File: src/logic/tmr8_consts.vh
// constants for the 8-bit timer/counter with two compare channels
`ifndef TMR8_CONSTS_VH
`define TMR8_CONSTS_VH
`define TMR8_BOTTOM 8'h00
`define TMR8_MAX 8'hff
`define TMR8_CNT_RST 8'h00
`define TMR8_OCR_RST 8'h00
`define TMR8_CS_STOP 3'h0
`define TMR8_WGM_NORMAL 3'h0
`define TMR8_WGM_PC_MAX 3'h1
`define TMR8_WGM_CTC 3'h2
`define TMR8_WGM_FAST_MAX 3'h3
`define TMR8_WGM_PC_OCR 3'h5
`define TMR8_WGM_FAST_OCR 3'h7
`define TMR8_COM_NONE 2'h0
`define TMR8_COM_TOGGLE 2'h1
`define TMR8_COM_CLEAR 2'h2
`define TMR8_COM_SET 2'h3
`define TMR8_DIV_W 10
`endif

File: src/logic/tmr8_tick_gen.v
// timer tick generator: one-cycle enable from the clock source select
`timescale 1ns/1ps
`include "tmr8_consts.vh"
module tmr8_tick_gen (
  // clock and reset
  input wire clk,
  input wire srst,
  // select and external event
  input wire [2:0] clock_source_select,
  input wire ext_event,
  // tick out
  output reg timer_tick
);
  reg [`TMR8_DIV_W-1:0] div_r;
  reg ext_d_r;
  always @(posedge clk) begin
    if (srst) begin
      div_r <= {`TMR8_DIV_W{1'b0}};
      // seeded from the pin so an idle-high input shows no false edge after reset
      ext_d_r <= ext_event;
      timer_tick <= 1'b0;
    end else begin
      div_r <= div_r + 1'b1;
      ext_d_r <= ext_event;
      case (clock_source_select)
        3'h0: timer_tick <= 1'b0;
        3'h1: timer_tick <= 1'b1;
        3'h2: timer_tick <= (div_r[2:0] == 3'h7);
        3'h3: timer_tick <= (div_r[5:0] == 6'h3f);
        3'h4: timer_tick <= (div_r[7:0] == 8'hff);
        3'h5: timer_tick <= (div_r == 10'h3ff);
        3'h6: timer_tick <= ext_d_r & ~ext_event;
        default: timer_tick <= ~ext_d_r & ext_event;
      endcase
    end
  end
endmodule

File: src/logic/tmr8_compare_unit.v
// one output compare channel: buffered compare value and output state
`timescale 1ns/1ps
`include "tmr8_consts.vh"
module tmr8_compare_unit (
  // clock and reset
  input wire clk,
  input wire srst,
  // counter context
  input wire [7:0] count,
  input wire timer_tick,
  input wire block_match,
  input wire pwm_mode,
  input wire update_point,
  input wire count_down,
  input wire bottom_tick,
  // software access
  input wire ocr_we,
  input wire [7:0] ocr_wdata,
  input wire force_strobe,
  input wire [1:0] compare_action_bits,
  // results
  output reg [7:0] compare_value,
  output reg [7:0] ocr_buffer,
  output wire match,
  output reg match_evt,
  output reg compare_output_state
);
  wire real_match;
  assign match = (count == compare_value);
  assign real_match = match & timer_tick & ~block_match;
  always @(posedge clk) begin
    if (srst) begin
      compare_value <= `TMR8_OCR_RST;
      ocr_buffer <= `TMR8_OCR_RST;
      match_evt <= 1'b0;
      compare_output_state <= 1'b0;
    end else begin
      match_evt <= real_match;
      if (ocr_we)
        ocr_buffer <= ocr_wdata;
      if (!pwm_mode) begin
        if (ocr_we)
          compare_value <= ocr_wdata;
      end else if (update_point) begin
        compare_value <= ocr_buffer;
      end
      // action bits read live, never buffered
      if (!pwm_mode && (real_match || force_strobe)) begin
        case (compare_action_bits)
          `TMR8_COM_NONE: compare_output_state <= compare_output_state;
          `TMR8_COM_TOGGLE: compare_output_state <= ~compare_output_state;
          `TMR8_COM_CLEAR: compare_output_state <= 1'b0;
          default: compare_output_state <= 1'b1;
        endcase
      // no mode-change term anywhere: the output state survives a mode switch
      end else if (pwm_mode && compare_action_bits[1]) begin
        if (real_match)
          compare_output_state <= compare_action_bits[0] ^ count_down;
        else if (bottom_tick)
          compare_output_state <= ~compare_action_bits[0];
      end
    end
  end
endmodule

File: src/logic/tmr8_timer.v
// 8-bit timer/counter top: counter, flags, two compare channels, pin override
`timescale 1ns/1ps
`include "tmr8_consts.vh"
module tmr8_timer (
  // clock and reset
  input wire clk,
  input wire srst,
  // configuration
  input wire [2:0] clock_source_select,
  input wire [2:0] waveform_mode_select,
  input wire [1:0] compare_action_bits_a,
  input wire [1:0] compare_action_bits_b,
  input wire ext_event,
  // count register access
  input wire cnt_we,
  input wire [7:0] cnt_wdata,
  output reg [7:0] count_register,
  // compare value access
  input wire ocr_a_we,
  input wire ocr_b_we,
  input wire [7:0] ocr_wdata,
  output reg [7:0] compare_value_a_rd,
  output reg [7:0] compare_value_b_rd,
  // force compare strobes
  input wire force_compare_strobe_a,
  input wire force_compare_strobe_b,
  // flags, enables, clearing
  input wire [2:0] int_enable,
  input wire [2:0] flag_clear_wr,
  input wire [2:0] int_ack,
  output reg compare_flag_a,
  output reg compare_flag_b,
  output reg overflow_flag,
  output reg [2:0] int_req,
  // pins
  input wire port_latch_a,
  input wire port_latch_b,
  input wire pin_direction_bit_a,
  input wire pin_direction_bit_b,
  output reg compare_output_a,
  output reg compare_output_a_oe,
  output reg compare_output_b,
  output reg compare_output_b_oe
);
  // every pwm code has bit0 set; clear-on-match and the unused codes stay non-pwm
  function is_pwm;
    input [2:0] wgm;
    begin
      is_pwm = wgm[0];
    end
  endfunction

  wire timer_tick;
  wire match_a;
  wire evt_a;
  wire evt_b;
  wire oc_a;
  wire oc_b;
  wire [7:0] cv_a;
  wire [7:0] cv_b;
  wire [7:0] buf_a;
  wire [7:0] buf_b;
  wire pwm_mode;
  wire phase_mode;
  wire top_is_ocr;
  wire [7:0] top_val;
  wire at_top;
  wire at_bottom;
  reg [7:0] cnt_nxt;
  reg down_r;
  reg down_nxt;
  reg block_r;
  reg ovf_set;
  reg upd_pt;

  assign pwm_mode = is_pwm(waveform_mode_select);
  assign phase_mode = (waveform_mode_select[1:0] == 2'h1);
  assign top_is_ocr = waveform_mode_select[2] | (waveform_mode_select == `TMR8_WGM_CTC);
  assign top_val = top_is_ocr ? cv_a : `TMR8_MAX;
  assign at_top = (count_register == top_val);
  assign at_bottom = (count_register == `TMR8_BOTTOM);

  tmr8_tick_gen u_tick (
    .clk(clk),
    .srst(srst),
    .clock_source_select(clock_source_select),
    .ext_event(ext_event),
    .timer_tick(timer_tick)
  );

  // next count and direction for one tick
  always @* begin
    cnt_nxt = count_register;
    down_nxt = down_r;
    ovf_set = 1'b0;
    upd_pt = 1'b0;
    if (phase_mode) begin
      if (at_top)
        down_nxt = 1'b1;
      else if (at_bottom)
        down_nxt = 1'b0;
      cnt_nxt = down_nxt ? count_register - 8'h01 : count_register + 8'h01;
      ovf_set = at_bottom;
      upd_pt = at_top;
    end else if (pwm_mode) begin
      down_nxt = 1'b0;
      cnt_nxt = at_top ? `TMR8_BOTTOM : count_register + 8'h01;
      ovf_set = at_top;
      upd_pt = at_top;
    end else if (waveform_mode_select == `TMR8_WGM_CTC) begin
      down_nxt = 1'b0;
      cnt_nxt = match_a ? `TMR8_BOTTOM : count_register + 8'h01;
      ovf_set = (count_register == `TMR8_MAX);
    end else begin
      // normal and reserved codes behave as a free-running up count
      down_nxt = 1'b0;
      cnt_nxt = count_register + 8'h01;
      ovf_set = (count_register == `TMR8_MAX);
    end
  end

  always @(posedge clk) begin
    if (srst) begin
      count_register <= `TMR8_CNT_RST;
      down_r <= 1'b0;
      block_r <= 1'b0;
    end else begin
      if (cnt_we) begin
        count_register <= cnt_wdata;
        block_r <= 1'b1;
      end else if (timer_tick) begin
        count_register <= cnt_nxt;
        down_r <= down_nxt;
        block_r <= 1'b0;
      end
    end
  end

  tmr8_compare_unit u_cmp_a (
    .clk(clk),
    .srst(srst),
    .count(count_register),
    .timer_tick(timer_tick),
    .block_match(block_r),
    .pwm_mode(pwm_mode),
    .update_point(timer_tick & upd_pt & ~cnt_we),
    .count_down(down_r),
    .bottom_tick(timer_tick & ~phase_mode & at_top & ~cnt_we),
    .ocr_we(ocr_a_we),
    .ocr_wdata(ocr_wdata),
    .force_strobe(force_compare_strobe_a),
    .compare_action_bits(compare_action_bits_a),
    .compare_value(cv_a),
    .ocr_buffer(buf_a),
    .match(match_a),
    .match_evt(evt_a),
    .compare_output_state(oc_a)
  );

  tmr8_compare_unit u_cmp_b (
    .clk(clk),
    .srst(srst),
    .count(count_register),
    .timer_tick(timer_tick),
    .block_match(block_r),
    .pwm_mode(pwm_mode),
    .update_point(timer_tick & upd_pt & ~cnt_we),
    .count_down(down_r),
    .bottom_tick(timer_tick & ~phase_mode & at_top & ~cnt_we),
    .ocr_we(ocr_b_we),
    .ocr_wdata(ocr_wdata),
    .force_strobe(force_compare_strobe_b),
    .compare_action_bits(compare_action_bits_b),
    .compare_value(cv_b),
    .ocr_buffer(buf_b),
    .match(),
    .match_evt(evt_b),
    .compare_output_state(oc_b)
  );

  // flags: set wins over a clear in the same cycle
  always @(posedge clk) begin
    if (srst) begin
      compare_flag_a <= 1'b0;
      compare_flag_b <= 1'b0;
      overflow_flag <= 1'b0;
      int_req <= 3'h0;
    end else begin
      if (evt_a)
        compare_flag_a <= 1'b1;
      else if (flag_clear_wr[0] | int_ack[0])
        compare_flag_a <= 1'b0;
      if (evt_b)
        compare_flag_b <= 1'b1;
      else if (flag_clear_wr[1] | int_ack[1])
        compare_flag_b <= 1'b0;
      if (timer_tick & ~cnt_we & ovf_set)
        overflow_flag <= 1'b1;
      else if (flag_clear_wr[2] | int_ack[2])
        overflow_flag <= 1'b0;
      int_req <= int_enable & {overflow_flag, compare_flag_b, compare_flag_a};
    end
  end

  // pin override; direction always from the port bit
  always @(posedge clk) begin
    if (srst) begin
      compare_output_a <= 1'b0;
      compare_output_b <= 1'b0;
      compare_output_a_oe <= 1'b0;
      compare_output_b_oe <= 1'b0;
      compare_value_a_rd <= `TMR8_OCR_RST;
      compare_value_b_rd <= `TMR8_OCR_RST;
    end else begin
      compare_output_a <= (|compare_action_bits_a) ? oc_a : port_latch_a;
      compare_output_b <= (|compare_action_bits_b) ? oc_b : port_latch_b;
      compare_output_a_oe <= pin_direction_bit_a;
      compare_output_b_oe <= pin_direction_bit_b;
      compare_value_a_rd <= pwm_mode ? buf_a : cv_a;
      compare_value_b_rd <= pwm_mode ? buf_b : cv_b;
    end
  end
endmodule

File: config.mk
export PLATFORM = sky130hd
export DESIGN_NAME = tmr8_timer
export DESIGN_NICKNAME = d
export VERILOG_FILES = /design/src/logic/tmr8_tick_gen.v /design/src/logic/tmr8_compare_unit.v /design/src/logic/tmr8_timer.v
export VERILOG_INCLUDE_DIRS = /design/src /design/src/logic
export SDC_FILE = /design/constraint.sdc
export NUM_CORES = 1
export LEC_CHECK = 0
export BUFFER_PORTS_ARGS = -buffer_cell sky130_fd_sc_hd__buf_2
export CAP_MARGIN = 20
export CORE_MARGIN = 5
export CORE_UTILIZATION = 56
export DETAILED_ROUTE_END_ITERATION = 8
export GPL_ROUTABILITY_DRIVEN = 1
export PLACE_DENSITY_LB_ADDON = 0.15
export SLEW_MARGIN = 20
export SYNTH_ARGS = -nofsm -noshare
export SYNTH_HDL_FRONTEND = slang
export SYNTH_HIERARCHICAL = 1
export SYNTH_SLANG_ARGS = --single-unit
File: constraint.sdc
create_clock -name clk -period 3.1 [get_ports clk]
set_input_delay 0.93 -clock clk [delete_from_list [all_inputs] [get_ports clk]]
set_output_delay 0.93 -clock clk [all_outputs]
set_load 0.01 [all_outputs]
**Word level (Yosys, flattened, before mapping)**

Index checks and enable logic that the tools add are counted.

- $add $sub $neg: 3
- Equality and inequality tests: 23
- Mux-type cells: 46
- Bitwise gates (word level): 29
- Reductions and logical operators: 28

Operators by type and width:

| cell | count |
|---|---|
| $mux W8 | 17 |
| $mux W1 | 26 |
| $eq A8 B8 Y1 | 3 |
| $eq A8 B8 Y1 const B | 2 |
| $reduce_bool A2 Y1 | 8 |
| $and A1 B1 Y1 | 13 |
| $eq A3 B3 Y1 const B | 4 |
| $add A10 B1 Y10 const B | 1 |
| $eq A10 B10 Y1 const B | 1 |
| $eq A3 B2 Y1 const B | 3 |
| $not A1 Y1 | 9 |
| $add A8 B1 Y8 const B | 1 |
| $logic_not A8 Y1 | 1 |
| $sub A8 B1 Y8 const B | 1 |
| $pmux W1 S7 | 1 |
| $eq A2 B1 Y1 const B | 3 |
| $eq A6 B6 Y1 const B | 1 |
| $pmux W1 S3 | 2 |
| $reduce_and A2 Y1 | 3 |
| $reduce_and A3 Y1 | 2 |
| $reduce_bool A3 Y1 | 2 |
| $eq A2 B2 Y1 const B | 2 |
| $logic_and A1 B1 Y1 | 4 |
| $logic_not A2 Y1 | 2 |
| 10 further kinds | 17 |

- Register bits: 84
- Input port bits: 47
- Output and inout port bits: 34
- Logic and storage cells: 153

**Depth between registers and ports, before layout**

Gate-level depths: netlist of the first run.

- Depth in word-level cells: 10
- Mapped depth: 10
- Gate-level depth less buffers: 10

**Cells and area by module**

Netlist of the first run, hierarchy kept.

Modules (own cells, without submodules):

| module | times used | cells each | area each (um^2) | sequential area each (um^2) |
|---|---|---|---|---|
| tmr8_timer | 1 | 261 | 2088.3 | 720.7 |
| tmr8_compare_unit | 2 | 98 | 935.9 | 360.3 |
| tmr8_tick_gen | 1 | 58 | 539.3 | 240.2 |

**Worst setup path before layout of the first run**

Ideal clock, no wire load.

- Path type: input port to flip-flop
- Start point: input waveform_mode_select[1]
- End point: register count_register[5]
- Library setup time: 0.116 ns
- Arrival time: 2.533 ns
- Required time: 2.984 ns
- Setup slack: 0.451 ns
- Stages on the path: 8
- Path buffers: 1
- Path through: nor2b_4 > or3_1 > a32oi_1 > and4_1 > buf_6 > o21ai_2 > or3_1 > a31o_1

- Word-level cells in the longest chain between the ends: 10
- Elaborated cells on any way between the ends: 14
- Those cells by class: eq/ne: 3; mux: 10; bitwise: 1

Ends and longest elaborated chain:

| element | RTL line | text |
|---|---|---|
| from (decl) | tmr8_timer.v:10 | `input wire [2:0] waveform_mode_select,` |
| $eq A3 B2 Y1 (no line) | -- |  |
| $or A1 B1 Y1 | tmr8_timer.v:78 | `` assign top_is_ocr = waveform_mode_select[2] \| (waveform_mode_select == `TMR8_WGM_CTC); `` |
| $mux W8 (no line) | -- |  |
| $eq A8 B8 Y1 | tmr8_timer.v:80 | `assign at_top = (count_register == top_val);` |
| $mux W1 | tmr8_timer.v:98 | `if (at_top)` |
| $mux W1 | tmr8_timer.v:97 | `if (phase_mode) begin` |
| $mux W8 | tmr8_timer.v:102 | `cnt_nxt = down_nxt ? count_register - 8'h01 : count_register + 8'h01;` |
| $mux W8 * | tmr8_timer.v:97 |  |
| $mux W8 * | tmr8_timer.v:131 | `end else if (timer_tick) begin` |
| $mux W8 * | tmr8_timer.v:128 | `if (cnt_we) begin` |
| to (signal assigned) | tmr8_timer.v:124 | `` count_register <= `TMR8_CNT_RST; `` |
| to (signal assigned) | tmr8_timer.v:129 | `count_register <= cnt_wdata;` |
| to (signal assigned) | tmr8_timer.v:132 | `count_register <= cnt_nxt;` |
| to (decl) | tmr8_timer.v:17 | `output reg [7:0] count_register,` |

Mark *: on every way between the ends. The rest lies on a longest branch, timed or not. The select of a mux whose other input is x is not followed.
A chain may end at the register's enable or synchronous reset.

**Worst setup path after layout of the first run**

- Start point: input waveform_mode_select[1]
- End point: register count_register[4]

Same word-level chain as after synthesis.

==> flow_metrics.tcl, run 1 <==
set metrics [dict create \
    status "finished clean" \
    wirelength_mm 11.2 \
    vias_per_cell 5.81 \
    clkSlewWorstSetupHoldPaths_ps 90 \
    finalCriticalPeriod_ps 2700 \
    syn-cell-area_um2 4500 \
    min_path_type "reg2reg" \
    dp_hpwl_mm 8.11 \
    peakVddDrop_uv 317 \
    synth_area_per_cell_um2 8.75 \
    final-setup-viol-count 0 \
    max_slew_margin_pct 54.5 \
    synthCells 514 \
    insertion_delay_ps 370 \
    gp_congestion 0.923 \
    antenna_cells 0 \
    leakage_nw 2.14 \
    cts_resized 0 \
    postCtsSetupBuffers 0 \
    die_w_um 99.6 \
    grt_pass1_vias 3791 \
    drive_gt1_share_pct 21.8 \
    vias 4029 \
    antenna_left 0 \
    rows 32 \
    route.detailed.drc 0 \
    wire_per_inst_um 16.1 \
    die_y_um 99.6 \
    cp-end-kind "flip-flop" \
    finalHoldViolCount 0 \
    fin_nets 639 \
    hold_buffers 0 \
    critPathLaunchType "input pin" \
    cts_max_level 3 \
    firstDrtPassIters 4 \
    rrSetupSlack_ps 460 \
    numCtsBuffers 9 \
    drt_iter0_drc 312 \
    clock_sinks 84 \
    grt_pass1_wl_mm 18.3 \
    path_max_fanout 14 \
    grt_usage_pct 22.5 \
    critical_path_class "in2reg" \
    grt-ovfl-total 0 \
    cp.arrival_ps 2980 \
    io_pins 81 \
    cts_root_buf "clkbuf_8" \
    port_buffers 80 \
    antenna_found_initial 0 \
    drv_slew 0 \
    cts_tree "built" \
    initial_core_util_pct 57.9 \
    fmax_mhz 370 \
    rsz0062_at_grt "no" \
    nFillCells 686 \
    fin_util_pct 66.7 \
    fin_crit_sh_pct 87.1 \
    fin_setup_tns_ps 0 \
    drv_cap 0 \
    cts_buffer_depth 2 \
    grt_max_degree 49 \
    worst_slew_pin_slew_ps 683 \
    power_mw 2.46 \
    powerDensity_nw_per_um2 474 \
    skew_ps 15.7 \
    core-area_um2 7770 \
    synth_nets 566 \
    yosysWarnings 6 \
    worstPathRequired_ps 3380 \
    syn2layout_area_growth_pct 15.2 \
    design.die.area_um2 9920 \
]
==> metrics by stage <==
stage	area, um^2	worst slack (ps)	instances	hold WS [ps]
floorplan	4500	451	514	413
global placement	4960	115	678	420
detailed placement	4960	62.3	678	437
CTS	5180	447	694	452
global route	5180	131	694	486
finish	5180	400	694	448
==> critical path: stages <==
cell and delay (ps):
buf_2 130, nor2b_4 310, or3_1 180, a32oi_1 140
and4_1 310, buf_4 180, a21oi_1 440, o2111ai_1 210
o211ai_1 150
==> area by class of cell <==
cell class / instances / area, um^2 / share of cell area (%)
Multi-Input combinational cell: 390 / 2610 / 50.4
Clock buffer: 9 / 124 / 2.39
Inverter: 11 / 41.3 / 0.797
Tap cell: 102 / 128 / 2.46
Clock inverter: 7 / 98.8 / 1.91
Sequential cell: 84 / 1680 / 32.5
Timing Repair Buffer: 91 / 495 / 9.57
==> report_power, final <==
| part | total [mW] | internal [mW] | switching [mW] | leakage (nW) |
|---|---|---|---|---|
| logic | 0.384 | 0.172 | 0.213 | 1.33 |
| registers | 1.19 | 1.13 | 0.0558 | 0.689 |
| clock network | 0.884 | 0.461 | 0.423 | 0.115 |
==> metal layers <==
layer  GRT usage (%)  routed length (um)  vias to the layer above
li1                -                   -                     2018
met1            29.3                4970                     1871
met2            37.2                5260                      127
met3            5.54                 773                       13
met4            5.88                 161                        0
met5               0                   0                        -
==> flip-flops by register name (all words and copies together) (netlist names), 3 cells and up <==
| name | flops |
|---|---|
| count_register | 8 |
| compare_value_b_rd | 8 |
| u_cmp_b/compare_value | 8 |
| u_tick/div_r | 10 |
| u_cmp_a/ocr_buffer | 8 |
| compare_value_a_rd | 8 |
| int_req | 3 |
| u_cmp_b/ocr_buffer | 8 |
| u_cmp_a/compare_value | 8 |
==> placed cells by master, fill, tap and decap left out, drive strengths merged, types with 13 or more instances in the layout <==
master,n
mux2i,50
buf,91
nor3,16
nand2,22
dfxtp,84
a211oi,18
inv,13
o21ai,23
a21oi,27
nor2,80
xnor2,18
==> final timing paths <==
check / cells past startpoint / from / endpoint
hold reg to reg: 2 / u_cmp_a/match_evt$_SDFF_PP0_ / compare_flag_a$_SDFFE_PP0P_
setup reg to reg: 9 / count_register[0]$_SDFFE_PP0P_ / u_cmp_a/compare_output_state$_SDFFE_PP0P_
setup / recovery: 9 / waveform_mode_select[1] / count_register[4]$_SDFFE_PP0P_
hold / removal: 2 / u_cmp_a/match_evt$_SDFF_PP0_ / compare_flag_a$_SDFFE_PP0P_
(Power assumes the default switching activity.)
==> inputs of run 2 (changes only) <==
Settings changed: CAP_MARGIN 20 to 30, GPL_TIMING_DRIVEN from default to 0.
==> flow_metrics.tcl, run 2 (synthesis gave the netlist of run 1 again) <==
set metrics [dict create \
    rows 32 \
    insertion_delay_ps 360 \
    gp_congestion 0.916 \
    place_area_um2 5010 \
    peakVddDrop_uv 352 \
    numCtsBuffers 9 \
    hold_buffers 0 \
    port_buffers 77 \
    drt_iter0_drc 294 \
    slowest_delay_ps 490 \
    wirelength_mm 12.1 \
    clkSlewWorstSetupHoldPaths_ps 90 \
    die_y_um 99.6 \
    vias_per_cell 6.00 \
    cp_slowest_cell "nor3_1" \
    max_slew_margin_pct 49.6 \
    largest_reg_flops 10 \
    rrSetupSlack_ps 270 \
    wire_per_inst_um 17.1 \
    final_common_cell "dfxtp_1" \
    clock_sinks 84 \
    mostFrequentLayoutCells "dfxtp_1 (84), buf_2 (80), nor2_1 (80)" \
    instances_no_fill 709 \
    dp_hpwl_mm 8.94 \
    core-area_um2 7770 \
    final-setup-viol-count 0 \
    cts_max_level 3 \
    antenna_left 0 \
    whs_ps 445 \
    fmax_mhz 350 \
    initial_core_util_pct 57.9 \
    nFillCells 668 \
    worst_path_dominant_cell_family "simple AND/OR/NAND/NOR gates" \
    grt-ovfl-total 0 \
    powerDensity_nw_per_um2 475 \
    cts_tree "built" \
    p_clk_share_pct 36.3 \
    worstPathRequired_ps 3340 \
    power_mw 2.49 \
    critPathLaunchType "input pin" \
    switching_power_uw 716 \
    p_int_mw 1.77 \
    grt_pass1_wl_mm 19.8 \
    cts_buffer_depth 2 \
    largest-register "u_tick/div_r" \
    critical_path_class "in2reg" \
    cp-end-kind "flip-flop" \
    crit_chain "buf_2 > nor2b_4 > buf_6 > o21ai_0 > a32oi_2 > nand4_1 > nor3_1 > and3_2 > o21ai_0 > o2111ai_1 > o32ai_2" \
    fin_nets 654 \
    worst_slew_pin_slew_ps 756 \
    cts_root_buf "clkbuf_8" \
    antenna_cells 0 \
    die_w_um 99.6 \
    drv_slew 0 \
    antenna_found_initial 0 \
    status "finished clean" \
    grt_max_degree 17 \
    skew_ps 8.42 \
    cp_common_cell "o21ai_0" \
    path_max_fanout 10 \
    p_seq_share_pct 47.9 \
    grt_pass1_vias 4006 \
    cp.arrival_ps 3100 \
    io_pins 81 \
    dp_cells 693 \
    design.die.area_um2 9920 \
    vias 4253 \
    cts_resized 0 \
    comb_power_share_pct 15.8 \
    min_path_type "reg2reg" \
    grt_usage_pct 24.8 \
    path_buf_inv 2 \
    finalHoldViolCount 0 \
    drive_gt1_share_pct 21.1 \
    route.detailed.drc 0 \
    firstDrtPassIters 6 \
    leakage_nw 2.14 \
    drv_cap 0 \
    finalCriticalPeriod_ps 2860 \
    syn2layout_area_growth_pct 16.5 \
    rsz0062_at_grt "no" \
    postCtsSetupBuffers 0 \
    fin_crit_sh_pct 92.1 \
    swShare_pct 28.8 \
    design_area_um2 5240 \
]
==> run 2: layout make-up <==
class                           instances  area [um^2]  area share, %
Tap cell                              102          128           2.44
Clock inverter                          7          104           1.98
Sequential cell                        84         1680           32.1
Inverter                               11         41.3          0.789
Timing Repair Buffer                   77          385           7.36
Clock buffer                            9          124           2.37
Multi-Input combinational cell        390         2610           49.8
Buffer                                 29          163           3.11
==> run 2: final timing paths <==
| check | end | from | cells after the start |
|---|---|---|---|
| setup / recovery | u_cmp_b/compare_output_state$_SDFFE_PP0P_ | waveform_mode_select[1] | 11 |
| hold / removal | int_req[0]$_SDFF_PP0_ | compare_flag_a$_SDFFE_PP0P_ | 2 |
| setup reg to reg | u_cmp_b/compare_output_state$_SDFFE_PP0P_ | count_register[0]$_SDFFE_PP0P_ | 9 |
| hold reg to reg | int_req[0]$_SDFF_PP0_ | compare_flag_a$_SDFFE_PP0P_ | 2 |
==> run 2: tightest hold or removal path, delay by kind of cell (launching register included) <==
kind / cells / cell delay [ps]
DFF: 1 / 330
and+or+nand+nor: 2 / 90
==> run 2: power by group through the flow <==
stage	Sequential [mW]	Clock [mW]	Combinational (mW)
CTS	1.19	0.920	0.391
finish	1.19	0.902	0.393
floorplan	1.21	0	0.259
global placement	1.21	0	0.378
global route	1.20	0.968	0.436
detailed placement	1.21	0	0.388
==> run 2: layer usage <==
layer  GRT usage (%)  wire, um  vias to the layer above
met1            33.8      5310                     2008
met3            4.42       958                       27
li1                -         -                     2048
met4            10.2       323                        0
met2            38.7      5500                      170
met5               0         0                        -
==> run 2: stage by stage <==
stage                     util, %  setup TNS, ps  setup WS [ps]
after floorplan                 -              0            451
after global placement       64.5          -6.04          -6.04
after detailed placement     64.5           -135          -77.4
after CTS                    67.4              0            279
after global routing         67.4              0           69.2
final                        67.4              0            245
==> inputs of run 3 (changes only) <==
==> constraint.sdc (replaced) <==
create_clock -name clk -period 3.1 [get_ports clk]
set_input_delay 0.155 -clock clk [delete_from_list [all_inputs] [get_ports clk]]
set_output_delay 0.155 -clock clk [all_outputs]
set_load 0.01 [all_outputs]
==> flow_metrics.tcl, run 3 (synthesis gave the netlist of run 1 again) <==
set metrics [dict create \
    status "finished clean" \
    dp_hpwl_mm 8.94 \
    worstPathRequired_ps 3340 \
    grt-ovfl-total 0 \
    reg2regPathDepth 9 \
    finalHoldViolCount 0 \
    multiInputGateArea_um2 2610 \
    rrSetupSlack_ps 250 \
    antenna_cells 0 \
    fmax_mhz 351 \
    worst_slew_pin_slew_ps 768 \
    firstDrtPassIters 5 \
    grt_pass1_vias 4041 \
    die_y_um 99.6 \
    syn2layout_area_growth_pct 17.4 \
    peakVddDrop_uv 352 \
    largest_reg_flops 10 \
    numCtsBuffers 9 \
    grt_pass1_wl_mm 19.9 \
    path_max_fanout 10 \
    crit_chain "inv_2 > or3_1 > a32oi_2 > nand4_1 > nor3_1 > and3_2 > o21ai_0 > o2111ai_1 > o32ai_2" \
    io_pins 81 \
    dp_cells 693 \
    cts_root_buf "clkbuf_8" \
    cp-end-kind "flip-flop" \
    powerDensity_nw_per_um2 472 \
    port_buffers 77 \
    vias_per_cell 6.00 \
    critical_path_class "reg2reg" \
    fin_setup_tns_ps 0 \
    wirelength_mm 12.2 \
    drt_iter0_drc 311 \
    cts_max_level 3 \
    leakage_nw 2.16 \
    largest-register "u_tick/div_r" \
    vias 4281 \
    core-area_um2 7770 \
    clkSlewWorstSetupHoldPaths_ps 90 \
    max_slew_margin_pct 48.8 \
    fin_util_pct 67.9 \
    grt_usage_pct 24.8 \
    cts_tree "built" \
    final_common_cell "dfxtp_1" \
    hold_path_depth 3 \
    cp.arrival_ps 3090 \
    postCtsSetupBuffers 0 \
    final-setup-viol-count 0 \
    drive_gt1_share_pct 20.9 \
    min_path_type "in2reg" \
    nFillCells 665 \
    instances_no_fill 713 \
    cp_slowest_cell "dfxtp_1" \
    rsz0062_at_grt "no" \
    slowest_delay_ps 670 \
    grt_max_degree 17 \
    skew_ps 8.65 \
    mostFrequentLayoutCells "dfxtp_1 (84), buf_2 (80), nor2_1 (80)" \
    wire_per_inst_um 17.0 \
    antenna_left 0 \
    gp_congestion 0.916 \
    fin_nets 658 \
    rows 32 \
    design.die.area_um2 9920 \
    initial_core_util_pct 57.9 \
    insertion_delay_ps 360 \
    drv_slew 0 \
    antenna_found_initial 0 \
    drv_cap 0 \
    die_w_um 99.6 \
    critPathLaunchType "flip-flop" \
    cts_resized 0 \
    finalCriticalPeriod_ps 2850 \
    route.detailed.drc 0 \
    clock_sinks 84 \
    cts_buffer_depth 2 \
    fin_crit_sh_pct 91.9 \
    ff_latch_area_um2 1680 \
]
[run 3: path summary, 6_finish.rpt]
check	endpoint	startpoint
max	u_cmp_b/compare_output_state$_SDFFE_PP0P_	count_register[0]$_SDFFE_PP0P_
max reg2reg	u_cmp_b/compare_output_state$_SDFFE_PP0P_	count_register[0]$_SDFFE_PP0P_
min	int_req[1]$_SDFF_PP0_	int_enable[1]
min reg2reg	int_req[0]$_SDFF_PP0_	compare_flag_a$_SDFFE_PP0P_
[run 3: per-layer routing]
metal / global-route usage [%] / vias to the layer above / wire length (um)
met3: 4.35 / 31 / 838
met2: 38.9 / 167 / 5500
met4: 10.2 / 0 / 348
li1: - / 2053 / -
met5: 0 / - / 0
met1: 33.8 / 2030 / 5460
[run 3: power by group]
group	leakage (nW)	internal (mW)	total, mW	switching (mW)
Combinational	1.36	0.178	0.398	0.220
Clock	0.108	0.465	0.901	0.436
Sequential	0.689	1.13	1.19	0.0603
[run 3: cell type report]
class | instances | share of cell area [%]
Multi-Input combinational cell | 390 | 49.5
Clock inverter | 7 | 1.97
Inverter | 11 | 0.783
Timing Repair Buffer | 81 | 8.06
Buffer | 29 | 3.08
Sequential cell | 84 | 31.9
Tap cell | 102 | 2.42
Clock buffer | 9 | 2.35
[run 3: worst max-delay path: cells and delay by family (launching register included)]
kind / cells / cell delay (ps)
flops: 1 / 670
compound gates: 4 / 610
simple gates: 4 / 1330
buf+inv: 1 / 130
[run 3: what timing repair did]
item,in CTS,in global routing
hold endpoints to repair,4,0
endpoints found under the setup margin,0,0
hold buffers,4,0
[run 3: per-stage QoR]
| stage | setup slack, ps | hold slack [ps] | power (mW) | cell area [um^2] |
|---|---|---|---|---|
| 2_1_floorplan | 847 | 183 | 1.47 | 4500 |
| 6_report | 252 | 14.4 | 2.49 | 5280 |
| 4_1_cts | 309 | 1.86 | 2.50 | 5280 |
| 3_3_place_gp | 420 | 289 | 1.59 | 5010 |
| 3_5_place_dp | 362 | 288 | 1.60 | 5010 |
| 5_1_grt | 96.7 | 14.9 | 2.61 | 5280 |
